`config.mk`:
```
export PLATFORM = sky130hd
export DESIGN_NAME = perf_monitor_counter_bank
export DESIGN_NICKNAME = d
export VERILOG_FILES = /design/src/pkg/perf_mon_pkg.sv /design/src/logic/perf_monitor_counter_bank.sv
export VERILOG_INCLUDE_DIRS = /design/src /design/src/pkg
export SDC_FILE = /design/constraint.sdc
export NUM_CORES = 1
export LEC_CHECK = 0
export BUFFER_PORTS_ARGS = -buffer_cell sky130_fd_sc_hd__buf_2
export CORE_AREA = 2 2 302 304
export CTS_CLUSTER_DIAMETER = 100
export DETAILED_ROUTE_END_ITERATION = 8
export DIE_AREA = 0 0 304 306
export PLACE_DENSITY = 0.5
export SETUP_SLACK_MARGIN = 0.5
export SYNTH_ARGS = -nofsm -noshare
export SYNTH_HDL_FRONTEND = slang
export SYNTH_SLANG_ARGS = --single-unit
```
`constraint.sdc`:
```
create_clock -name pclk -period 4.2 [get_ports pclk]
set_input_delay 1.26 -clock pclk [delete_from_list [all_inputs] [get_ports pclk]]
set_output_delay 1.26 -clock pclk [all_outputs]
set_load 0.02 [all_outputs]
```
`src/pkg/perf_mon_defs.svh`:
```
/*
 * Offsets, field positions, reset values and sizes of the performance monitor bank.
 * Assumes inclusion by bare name from any file that needs the register map.
 */
`ifndef PERF_MON_DEFS_SVH
`define PERF_MON_DEFS_SVH

// ==========================================================================
// Bank shape
// ==========================================================================
`define PM_NUM_MON        8
`define PM_CNT_WIDTH      32
`define PM_MAX_WIDTH      64
`define PM_MAX_MON_NARROW 256
`define PM_MAX_MON_WIDE   128
`define PM_EVT_WIDTH      4

// ==========================================================================
// Register byte offsets
// ==========================================================================
`define PM_OFF_VALUE_BASE 12'h000
`define PM_OFF_EVSEL_BASE 12'h400
`define PM_OFF_FILT_BASE  12'h600
`define PM_OFF_CNTEN_SET  12'hC00
`define PM_OFF_CNTEN_CLR  12'hC20
`define PM_OFF_INTEN_SET  12'hC40
`define PM_OFF_INTEN_CLR  12'hC60
`define PM_OFF_OVS_CLR    12'hC80
`define PM_OFF_OVS_SET    12'hCC0
`define PM_OFF_CONTROL    12'hE04
`define PM_OFF_CONFIG     12'hE00

// ==========================================================================
// Field positions and reset values
// ==========================================================================
`define PM_CFG_COUNT_LSB  0
`define PM_CFG_SIZE_LSB   8
`define PM_CTL_RUN_BIT    0
`define PM_RST_WORD       32'h0000_0000

`endif

```
`src/pkg/perf_mon_pkg.sv`:
```
/*
 * Types shared by the performance monitor bank.
 * Assumes the constants header sits alongside in pkg/.
 */
package perf_mon_pkg;

   // =======================================================================
   // Register selection
   // =======================================================================
   typedef enum logic [3:0] {
      SEL_NONE   = 4'b0000,
      SEL_VALUE  = 4'b0001,
      SEL_EVSEL  = 4'b0010,
      SEL_FILT   = 4'b0011,
      SEL_CNTEN  = 4'b0100,
      SEL_INTEN  = 4'b0101,
      SEL_OVS    = 4'b0110,
      SEL_CTRL   = 4'b0111,
      SEL_CONFIG = 4'b1000
   } reg_sel_e;

   typedef logic [31:0] word_t;

endpackage : perf_mon_pkg

```
`src/logic/perf_monitor_counter_bank.sv`:
```
/*
 * Bank of event counters with per-monitor enable, overflow flag and interrupt
 * enable, reached over an APB slave.
 * Assumes event inputs and prohibit come from logic in the pclk domain.
 */
// Added by the designer: the APB slave port and the register offsets.
// Summary of operation
// - Each monitor has a readable value, an enable bit, event select and filter.
// - Counting monitors also have an overflow flag and an interrupt enable bit.
// - A bank with counters drives one overflow interrupt request output.
// - Each value width is chosen, never above sixty-four bits.
// - The widest value width reads from a size field of the config register.
// - Values up to 32 bits sit word aligned, wider ones doubleword aligned.
// - At most 256 monitors for narrow values, 128 for wide ones.
// - Monitor count is chosen and reads from a count field of config.
// - Flags and enables are reached only through paired set and clear registers.
// - Bit q of set or clear register m maps to monitor q plus 32m.
// - Writing one to a set bit forces the mapped bit to one.
// - Writing one to a clear bit forces the mapped bit to zero.
// - Writing zero to a set or clear bit leaves the mapped bit alone.
// - Reading a set or clear bit returns the mapped bit's present state.
// - No software increment register is provided, as the feature is deprecated.
// - All event counters share one width.
// - The unit runs while run enable is one, stops while zero.
// - A counter counts only when running, enabled, unprohibited and its event occurs.
// - An overflowing increment wraps through zero and sets the overflow flag.
// - Interrupt asserts while any flag and its enable are set and the unit runs.
`timescale 1ns/1ps
`include "perf_mon_defs.svh"

module perf_monitor_counter_bank
   import perf_mon_pkg::*;
(
   // Clock and reset
   input  wire logic                                      pclk,
   input  wire logic                                      presetn,
   // APB slave
   input  wire logic                                      psel,
   input  wire logic                                      penable,
   input  wire logic                                      pwrite,
   input  wire logic [11:0]                               paddr,
   input  wire logic [31:0]                               pwdata,
   input  wire logic [3:0]                                pstrb,
   output logic      [31:0]                               prdata,
   output logic                                           pready,
   output logic                                           pslverr,
   // Monitored component
   input  wire logic [`PM_NUM_MON*(1<<`PM_EVT_WIDTH)-1:0] event_in,
   input  wire logic                                      count_prohibit,
   // Overflow interrupt request
   output logic                                           overflow_irq
);

   localparam int NM = `PM_NUM_MON;
   localparam int CW = `PM_CNT_WIDTH;
   localparam int EW = `PM_EVT_WIDTH;
   localparam int NE = 1 << EW;

   // =======================================================================
   // Sanity of the chosen shape
   // =======================================================================
   // Counter width and monitor count are fixed inside the documented limits;
   // with at most 32 monitors one set/clear register of each kind suffices.
   localparam int MAX_MON = (CW <= 32) ? `PM_MAX_MON_NARROW : `PM_MAX_MON_WIDE;
   localparam bit SHAPE_OK = (CW <= `PM_MAX_WIDTH) && (NM <= MAX_MON) && (NM <= 32);
   localparam int VSTRIDE = (CW <= 32) ? 4 : 8;

   // =======================================================================
   // State
   // =======================================================================
   logic [CW-1:0] value_q  [NM];
   logic [CW-1:0] value_d  [NM];
   logic [EW-1:0] evsel_q  [NM];
   logic [EW-1:0] evsel_d  [NM];
   logic [NE-1:0] filt_q   [NM];
   logic [NE-1:0] filt_d   [NM];
   logic [NM-1:0] cnten_q;
   logic [NM-1:0] cnten_d;
   logic [NM-1:0] inten_q;
   logic [NM-1:0] inten_d;
   logic [NM-1:0] ovs_q;
   logic [NM-1:0] ovs_d;
   logic          run_q;
   logic          run_d;
   logic [31:0]   prdata_d;
   logic          pready_q;
   logic          pready_d;
   logic          pslverr_d;
   logic          irq_d;

   // =======================================================================
   // Address decode
   // =======================================================================
   reg_sel_e      sel;
   int unsigned   idx;
   logic          wr_en;
   logic          rd_en;
   logic [31:0]   wmask;
   logic [NM-1:0] wbits;

   // Transfer acts in its first access cycle and completes in the second; pready drops the next.
   assign wr_en = psel && penable && !pready_q && pwrite;
   assign rd_en = psel && penable && !pready_q && !pwrite;

   always_comb begin
      for (int b = 0; b < 4; b++) begin
         wmask[b*8 +: 8] = {8{pstrb[b]}};
      end
   end
   assign wbits = pwdata[NM-1:0] & wmask[NM-1:0];

   always_comb begin
      sel = SEL_NONE;
      idx = 0;
      if (paddr >= `PM_OFF_VALUE_BASE && paddr < `PM_OFF_VALUE_BASE + 12'(NM * VSTRIDE)
          && paddr[1:0] == 2'b00) begin
         sel = SEL_VALUE;
         idx = 32'(paddr - `PM_OFF_VALUE_BASE) / VSTRIDE;
         if ((32'(paddr) % VSTRIDE) != 0) begin
            sel = SEL_NONE;
         end
      end else if (paddr >= `PM_OFF_EVSEL_BASE && paddr < `PM_OFF_EVSEL_BASE + 12'(NM * 4)
                   && paddr[1:0] == 2'b00) begin
         sel = SEL_EVSEL;
         idx = 32'((paddr - `PM_OFF_EVSEL_BASE) >> 2);
      end else if (paddr >= `PM_OFF_FILT_BASE && paddr < `PM_OFF_FILT_BASE + 12'(NM * 4)
                   && paddr[1:0] == 2'b00) begin
         sel = SEL_FILT;
         idx = 32'((paddr - `PM_OFF_FILT_BASE) >> 2);
      end else begin
         unique case (paddr)
            `PM_OFF_CNTEN_SET, `PM_OFF_CNTEN_CLR: sel = SEL_CNTEN;
            `PM_OFF_INTEN_SET, `PM_OFF_INTEN_CLR: sel = SEL_INTEN;
            `PM_OFF_OVS_SET, `PM_OFF_OVS_CLR:     sel = SEL_OVS;
            `PM_OFF_CONTROL:                      sel = SEL_CTRL;
            `PM_OFF_CONFIG:                       sel = SEL_CONFIG;
            default:                              sel = SEL_NONE;
         endcase
      end
   end

   // Set registers sit at the lower offset of each pair, except the overflow pair, whose clear register is lower.
   logic is_set;
   assign is_set = (paddr == `PM_OFF_CNTEN_SET) || (paddr == `PM_OFF_INTEN_SET)
                   || (paddr == `PM_OFF_OVS_SET);

   // =======================================================================
   // Counting
   // =======================================================================
   logic [NM-1:0] hit;
   logic [NM-1:0] wrap;

   genvar g;
   generate
      for (g = 0; g < NM; g++) begin : g_mon
         logic          ev;
         logic [CW:0]   sum;
         // An event counts when selected and not masked off by the filter.
         assign ev   = event_in[g*NE + evsel_q[g]] && !filt_q[g][evsel_q[g]];
         assign hit[g] = run_q && cnten_q[g] && !count_prohibit && ev;
         assign sum  = {1'b0, value_q[g]} + {{CW{1'b0}}, 1'b1};
         assign wrap[g] = hit[g] && sum[CW];
      end
   endgenerate

   // =======================================================================
   // Write strobes per register group
   // =======================================================================
   logic wr_value;
   logic wr_evsel;
   logic wr_filt;
   logic wr_cnten;
   logic wr_inten;
   logic wr_ovs;
   logic wr_ctrl;

   assign wr_value = wr_en && (sel == SEL_VALUE);
   assign wr_evsel = wr_en && (sel == SEL_EVSEL);
   assign wr_filt  = wr_en && (sel == SEL_FILT);
   assign wr_cnten = wr_en && (sel == SEL_CNTEN);
   assign wr_inten = wr_en && (sel == SEL_INTEN);
   assign wr_ovs   = wr_en && (sel == SEL_OVS);
   assign wr_ctrl  = wr_en && (sel == SEL_CTRL) && pstrb[0];

   // =======================================================================
   // Monitor values
   // =======================================================================
   // A software write wins over an increment landing in the same cycle, so
   // software can preload a value without racing a busy event line.
   always_comb begin
      for (int i = 0; i < NM; i++) begin
         value_d[i] = hit[i] ? value_q[i] + CW'(1) : value_q[i];
      end
      if (wr_value) begin
         value_d[idx] = CW'(pwdata & wmask);
      end
   end

   always_ff @(posedge pclk or negedge presetn) begin
      if (!presetn) begin
         for (int i = 0; i < NM; i++) begin
            value_q[i] <= '0;
         end
      end else begin
         for (int i = 0; i < NM; i++) begin
            value_q[i] <= value_d[i];
         end
      end
   end

   // =======================================================================
   // Event select and filter
   // =======================================================================
   always_comb begin
      for (int i = 0; i < NM; i++) begin
         evsel_d[i] = evsel_q[i];
         filt_d[i]  = filt_q[i];
      end
      if (wr_evsel) begin
         evsel_d[idx] = pwdata[EW-1:0];
      end
      if (wr_filt) begin
         filt_d[idx] = pwdata[NE-1:0];
      end
   end

   always_ff @(posedge pclk or negedge presetn) begin
      if (!presetn) begin
         for (int i = 0; i < NM; i++) begin
            evsel_q[i] <= '0;
            filt_q[i]  <= '0;
         end
      end else begin
         for (int i = 0; i < NM; i++) begin
            evsel_q[i] <= evsel_d[i];
            filt_q[i]  <= filt_d[i];
         end
      end
   end

   // =======================================================================
   // Monitor enable bits
   // =======================================================================
   always_comb begin
      cnten_d = cnten_q;
      if (wr_cnten) begin
         cnten_d = is_set ? (cnten_q | wbits) : (cnten_q & ~wbits);
      end
   end

   always_ff @(posedge pclk or negedge presetn) begin
      if (!presetn) begin
         cnten_q <= '0;
      end else begin
         cnten_q <= cnten_d;
      end
   end

   // =======================================================================
   // Interrupt enable bits
   // =======================================================================
   always_comb begin
      inten_d = inten_q;
      if (wr_inten) begin
         inten_d = is_set ? (inten_q | wbits) : (inten_q & ~wbits);
      end
   end

   always_ff @(posedge pclk or negedge presetn) begin
      if (!presetn) begin
         inten_q <= '0;
      end else begin
         inten_q <= inten_d;
      end
   end

   // =======================================================================
   // Overflow flag bits
   // =======================================================================
   always_comb begin
      ovs_d = ovs_q;
      if (wr_ovs) begin
         ovs_d = is_set ? (ovs_q | wbits) : (ovs_q & ~wbits);
      end
      // A hardware overflow wins over a clear written in the same cycle, so
      // an overflow is never lost while software services an earlier one.
      ovs_d = ovs_d | wrap;
   end

   always_ff @(posedge pclk or negedge presetn) begin
      if (!presetn) begin
         ovs_q <= '0;
      end else begin
         ovs_q <= ovs_d;
      end
   end

   // =======================================================================
   // Run control
   // =======================================================================
   always_comb begin
      run_d = run_q;
      if (wr_ctrl) begin
         run_d = pwdata[`PM_CTL_RUN_BIT];
      end
   end

   always_ff @(posedge pclk or negedge presetn) begin
      if (!presetn) begin
         run_q <= 1'b0;
      end else begin
         run_q <= run_d;
      end
   end

   // =======================================================================
   // Bus answer
   // =======================================================================
   localparam logic [31:0] CFG_WORD = (32'(NM - 1) << `PM_CFG_COUNT_LSB)
                                      | (32'(CW - 1) << `PM_CFG_SIZE_LSB);

   logic rd_hit;
   logic wr_refused;

   // Unmapped reads return zero alongside the error.
   always_comb begin
      prdata_d = `PM_RST_WORD;
      rd_hit   = 1'b1;
      if (rd_en) begin
         unique case (sel)
            SEL_VALUE:  prdata_d = 32'(value_q[idx]);
            SEL_EVSEL:  prdata_d = 32'(evsel_q[idx]);
            SEL_FILT:   prdata_d = 32'(filt_q[idx]);
            SEL_CNTEN:  prdata_d = 32'(cnten_q);
            SEL_INTEN:  prdata_d = 32'(inten_q);
            SEL_OVS:    prdata_d = 32'(ovs_q);
            SEL_CTRL:   prdata_d = 32'(run_q);
            SEL_CONFIG: prdata_d = CFG_WORD;
            default:    rd_hit   = 1'b0;
         endcase
      end
   end

   // Unmapped addresses and the read-only config register refuse writes.
   assign wr_refused = wr_en && (sel == SEL_NONE || sel == SEL_CONFIG);

   always_comb begin
      pready_d  = psel && penable && !pready_q;
      pslverr_d = (rd_en && !rd_hit) || wr_refused;
   end

   always_ff @(posedge pclk or negedge presetn) begin
      if (!presetn) begin
         prdata   <= `PM_RST_WORD;
         pready_q <= 1'b0;
         pslverr  <= 1'b0;
      end else begin
         prdata   <= prdata_d;
         pready_q <= pready_d;
         pslverr  <= pslverr_d;
      end
   end

   assign pready = pready_q;

   // =======================================================================
   // Overflow interrupt
   // =======================================================================
   // Registered so the output comes straight from a flop; it looks at the
   // next flag, enable and run values so that it changes in the same cycle as they do, without lag.
   always_comb begin
      irq_d = |(ovs_d & inten_d) && run_d;
   end

   always_ff @(posedge pclk or negedge presetn) begin
      if (!presetn) begin
         overflow_irq <= 1'b0;
      end else begin
         overflow_irq <= irq_d;
      end
   end

endmodule : perf_monitor_counter_bank

```
==> results.md, run 1 <==
- Via count: 26500
- Outcome: complete, no violations
- Fill cells: 9036
- Clk pin slew, worst setup/hold paths: 60 ps
- Min Clock Period, post-route: 3650 ps
- Syn_nets: 3366
- Part of the Yosys area used for sequential elements: 0.417
- Switch share: 0.262
- Clk sink count: 476
- CP arrival: 4170 ps
- Syn_area_per_cell: 9.00 µm²
- Nets: 3700
- Clk buf depth: 3
- Drt pass-1 iters: 7
- Gpl congestion: 0.958
- Die H: 306 µm
- Reg power frac: 0.432
- Pwr dens: 309 nW/µm²
- CP max FO: 29
- Buffers on Ports: 216
- CTS root buffer: clkbuf_16
- Top cells by area, synth: dfrtp_1 (42%), mux2_2 (5.5%), nand2_1 (4.9%)
- Final WL: 126000 µm
- Hold WC Path Type: reg2reg
- Max IR drop VDD: 306 µV
- Mapped Cells: 3170
- Num rows: 110
- Final Cell Area: 35100 µm²
- Post-synth EDFFs: 0
- Tightest Pin Transition: 776 ps
- DP HPWL: 95300 µm
- Antenna viol nets, final: 0
- H-tree depth: 2
- Die area: 93000 µm²
- Die X: 304 µm
- Fin. Hold Viols: 0
- Crit Path Class: in2reg
- First-pass GRT wire length: 183000 µm
- # DRC: 0
- Static leakage: 15.4 nW
- Final Cycle Share: 0.868
- Most common flop cell mapped by yosys: dfrtp_1
- Synthesis warning total: 0
- DRT iter0 DRCs: 2958
- Most frequent cell after synthesis: dfrtp_1
- Synth Register Bits: 476
- GRT Total Usage: 0.267
- Area after DPL: 32900 µm²
- RSZ-0062 raised after global routing: false
- Fin. max-slew vios: 0
- Initial antenna violation count: 10
- Worst skew pair latency: 660 ps
- Maximum clock rate: 0.274 GHz
- Yosys cell types: 84
- Synthesized area: 28500 µm²
- Pint: 7.99 mW
- Layout cell share with drive strength beyond 1: 0.225
- Area share of the leading cell type in the synthesized netlist: 0.417
- Syn-to-layout area delta: 22.8%
- Slew HR: 0.468
- Remaining Overflow, GRT: 0
- Worst Setup Start Kind: input port
- WP data required: 4730 ps
- Number of CTS-inserted buffers: 59
- Largest net degree at the start of global routing: 87
- Ys async rst share: 1.00
- Crit end category: flop
- # IOs: 217
- Vias in the first global route: 25300
- Top cells by count, synth: dfrtp_1 (476), nand2_1 (376), o21ai_0 (264), nor2_1 (259), mux2_2 (139)
- CTS tree: done
- WL/cell: 26.8 µm
- DR vias/cell: 5.60
- Number of max-cap violations: 0
- Post-CTS Hold Fix Bufs: 0
- Initial core utilization: 0.318
- Hold WS: 469 ps
- Largest area contributor in the netlist: dfrtp_1
- Clock Power Share: 0.484
- Logic gate share of total power: 0.084
- Layout Skew: 36.2 ps
- Net switching power: 2.83 mW
- Final Setup Violations: 0
- Placeable core area: 89600 µm²
- Total power draw: 10.8 mW
[cells by family (layout without fill, tap and decap cells)]
logic type	Yosys count	count (layout)	synth area share
AO/OA/AOI/OAI	640	640	0.138
XOR/XNOR	245	245	0.0752
adder cells (fa/ha/maj)	14	14	0.00614
buffers and inverters	277	654	0.0400
flip-flops	476	476	0.417
multiplexers	239	239	0.0987
other	0	3	0
AND/OR/NAND/NOR	1279	1279	0.225
[placed cells by master (no fill, tap or decap), drive strengths merged, types with 14 or more instances in the layout]
cell and n:
a2111oi 14, a211oi 18, a21oi 108, a31oi 32, and2 47, and3 65
and4 14, buf 480, clkbuf 89, dfrtp 476, ha 14, inv 73
mux2 169, mux2i 53, mux4 17, nand2 376, nand2b 31, nand3 132
nand4 64, nor2 266, nor2b 49, nor3 83, nor3b 45, nor4 33
o21ai 277, o22ai 57, o31ai 24, or3 23, xnor2 123, xor2 122
[critical path, stage by stage]
cell      delay [ps]
buf_2            100
or4_4            610
nor4_4           330
buf_4            170
a211oi_2          40
o21ai_2          300
nand3_1          300
or3_2            640
buf_12           210
nor2_1           120
a21oi_1           60
[registers in the layout, summed over array words and instances (netlist names), named ones only]
| name | count |
|---|---|
| pready | 1 |
| prdata | 32 |
| overflow_irq | 1 |
| pslverr | 1 |
| ovs_q | 8 |
| evsel_q | 32 |
| value_q | 256 |
| inten_q | 8 |
| filt_q | 128 |
| run_q | 1 |
[power by group through the flow]
| stage | Clock [mW] | Combinational (mW) | Sequential, mW |
|---|---|---|---|
| CTS | 5.30 | 0.903 | 4.67 |
| detailed placement | 0 | 0.896 | 4.76 |
| global placement | 0 | 0.898 | 4.75 |
| global route | 5.50 | 0.969 | 4.68 |
| floorplan | 0 | 0.356 | 4.73 |
| finish | 5.24 | 0.913 | 4.68 |
[layer usage]
layer,vias up,wire length (µm),global-route usage
met2,1083,55600,0.410
met4,0,3950,0.0790
met3,183,9590,0.0409
met1,13200,57400,0.385
li1,12000,-,-
met5,-,0,0
[repair_timing]
action                     in CTS  in global routing
setup endpoints to repair      47                112
gates resized for setup         3                  7
buffers inserted                3                  9
pin swaps                       1                  8
[path summary, 6_finish.rpt]
kind,cells after the start,endpoint,slack (ps),from
worst max-delay path,11,value_q[189],550,paddr[8]
worst min-delay path,1,pready,470,pready
worst max register to register,10,value_q[209],840,evsel_q[25]
worst min register to register,1,pready,470,pready
max in group asynchronous,2,value_q[182],2630,presetn
min in group asynchronous,1,filt_q[55],580,presetn
[layout make-up]
type | count | area [µm²] | share of cell area
Multi-Input combinational cell | 2417 | 15700 | 0.449
Antenna cell | 3 | 7.51 | 0.000214
Timing Repair Buffer | 480 | 3720 | 0.106
Clock buffer | 89 | 1770 | 0.0505
Sequential cell | 476 | 11900 | 0.340
Clock inverter | 15 | 173 | 0.00493
Inverter | 70 | 263 | 0.00750
Tap cell | 1176 | 1470 | 0.0420
[per-stage QoR]
step | setup TNS, ps | setup slack [ps] | instances | utilization
2_1_floorplan | 0 | 261 | 3170 | -
3_3_place_gp | -21720 | -416 | 4607 | 0.367
3_5_place_dp | -29250 | -441 | 4607 | 0.367
4_1_cts | 0 | 499 | 4714 | 0.390
5_1_grt | 0 | 495 | 4723 | 0.391
6_report | 0 | 555 | 4726 | 0.391
Power figures use the tool's default switching activity.
==> inputs of run 2 (changes only) <==
--- a/config.mk
+++ b/config.mk
@@ -12,6 +12,7 @@
 export DETAILED_ROUTE_END_ITERATION = 8
 export DIE_AREA = 0 0 304 306
 export PLACE_DENSITY = 0.5
+export RECOVER_POWER = 25
 export SETUP_SLACK_MARGIN = 0.5
 export SYNTH_ARGS = -nofsm -noshare
 export SYNTH_HDL_FRONTEND = slang
==> results.md, run 2 (synthesis results as in run 1) <==
- Final WL: 126000 µm
- Vias in the first global route: 25300
- WL/cell: 26.8 µm
- Antenna viol nets, final: 0
- Biggest register: value_q
- Fin. Hold Viols: 0
- Total power draw: 10.8 mW
- Via count: 26500
- Clk buf depth: 3
- CTS root buffer: clkbuf_16
- Commonest non-fill, non-tap cell in the layout: dfrtp_1
- Post-CTS Hold Fix Bufs: 0
- Reg2Reg Depth: 10
- Number of max-cap violations: 1
- Remaining Overflow, GRT: 0
- Min Clock Period, post-route: 3640 ps
- Number of CTS-inserted buffers: 59
- Final WS setup: 563 ps
- RSZ-0062 raised after global routing: false
- # IOs: 217
- Gpl congestion: 0.958
- Switch share: 0.262
- Die area: 93000 µm²
- WP data required: 4730 ps
- Worst reg2reg startpoint: evsel_q[25]
- Critical Path Slowest Stage Cell: or3_2
- Worst Setup Start Kind: input port
- Slew HR: -0.407
- Final Cell Area: 35000 µm²
- First-pass GRT wire length: 183000 µm
- Crit end category: flop
- Placeable core area: 89600 µm²
- Final Setup Violations: 0
- DR vias/cell: 5.62
- DP HPWL: 95300 µm
- Largest net degree at the start of global routing: 87
- Area after DPL: 32900 µm²
- Worst hold path startpoint: pready
- Most frequent cells in the layout: dfrtp_1 (476), nand2_1 (374), o21ai_0 (262)
- Die X: 304 µm
- Maximum clock rate: 0.275 GHz
- Clk pin slew, worst setup/hold paths: 60 ps
- Layout cell share with drive strength beyond 1: 0.224
- H-tree depth: 2
- Initial antenna violation count: 10
- DRT iter0 DRCs: 2970
- CTS tree: done
- Top Registers: value_q x256, filt_q x128
- Tightest Pin Transition: 2110 ps
- Syn-to-layout area delta: 22.7%
- Final Cycle Share: 0.866
- Buffers on Ports: 216
- Final Util: 0.391
- Fill cells: 9038
- Clock Power Share: 0.484
- Max IR drop VDD: 307 µV
- Pint: 7.99 mW
- Peak per-stage delay on the critical path: 640 ps
- Num rows: 110
- Failing checks: max-capacitance violations, max-slew violations
- Fin. max-slew vios: 65
- Cell Chain, Critical Path: buf_2 > or4_4 > nor4_4 > buf_4 > a211oi_2 > o21ai_2 > nand3_1 > or3_2 > buf_12 > nor2_1 > a21oi_1
- Drt pass-1 iters: 8
- Worst Hold Depth: 1
- Reg power frac: 0.432
- Net switching power: 2.83 mW
- Worst setup slack after placement: -441 ps
- Die H: 306 µm
- # DRC: 0
- Logic gate share of total power: 0.084
- Max reg flops: 256
- Layout Skew: 35.3 ps
- Hold WC Path Type: reg2reg
- Hold path endpoint: pready
- Nets: 3700
- Outcome: finished, violations left
- Reg-to-reg endpoint: value_q[209]
- Worst setup startpoint: paddr[8]
- GRT Total Usage: 0.267
- Crit Path Class: in2reg
- Initial core utilization: 0.318
- Static leakage: 15.4 nW
- R2r setup slk: 830 ps
- CP arrival: 4160 ps
- Clk sink count: 476
- CP max FO: 29
- Worst skew pair latency: 660 ps
- Pwr dens: 309 nW/µm²
-- run 2: cell types whose count changed in the layout (fill, tap and decap cells not counted), sizes merged --
cell / change
buf: -4
clkbuf: +4
diode: -2
-- run 2: worst max-delay path, delay by kind of cell --
kind / cells / cell delay (ps)
AOI/OAI and AO/OA: 3 / 400
buffers and inverters: 3 / 480
and+or+nand+nor: 5 / 1990
-- run 2: worst max-delay path by stage --
stage,to,depth (start not counted)
after floorplan,filt_q[18],11
after global placement,prdata[1],11
after detailed placement,prdata[1],11
after CTS,filt_q[95],10
after global routing,value_q[26],2
final,value_q[189],11
-- run 2: final cells by class --
| type | count | area, µm² | area share |
|---|---|---|---|
| diodes | 1 | 2.50 | 0.0000715 |
| clock buffers | 89 | 1770 | 0.0505 |
| clock inverters | 15 | 173 | 0.00493 |
| inverters | 70 | 263 | 0.00751 |
| multi-input cells | 2417 | 15700 | 0.450 |
| flip-flops and latches | 476 | 11900 | 0.340 |
| well taps | 1176 | 1470 | 0.0420 |
| repair buffers | 480 | 3680 | 0.105 |
-- run 2: power groups by stage --
stage | sequential (mW) | combinational (mW) | clock [mW]
after floorplan | 4.73 | 0.356 | 0
after global placement | 4.75 | 0.898 | 0
after detailed placement | 4.76 | 0.896 | 0
after CTS | 4.67 | 0.903 | 5.30
after global routing | 4.68 | 0.965 | 5.50
final | 4.68 | 0.909 | 5.23
-- run 2: through the flow --
step           setup TNS [ps]  hold WS (ps)  std cells
3_5_place_dp           -29250           460       4607
4_1_cts                     0           468       4714
6_report                    0           467       4724
2_1_floorplan               0           474       3170
5_1_grt                     0           498       4723
3_3_place_gp           -21720           456       4607
-- run 2: per-layer routing --
metal  global-route usage  share of wire  vias up
li1                     -              -    12000
met1                0.385           0.46    13300
met3               0.0409          0.073      185
met2                0.410           0.44     1050
met4               0.0790          0.030        0
met5                    0              0        -
-- run 2: what timing repair did --
item,4_1_cts,5_1_grt
pin swaps,1,8
setup endpoints to repair,47,112
resized for setup,3,7
setup buffers,3,9
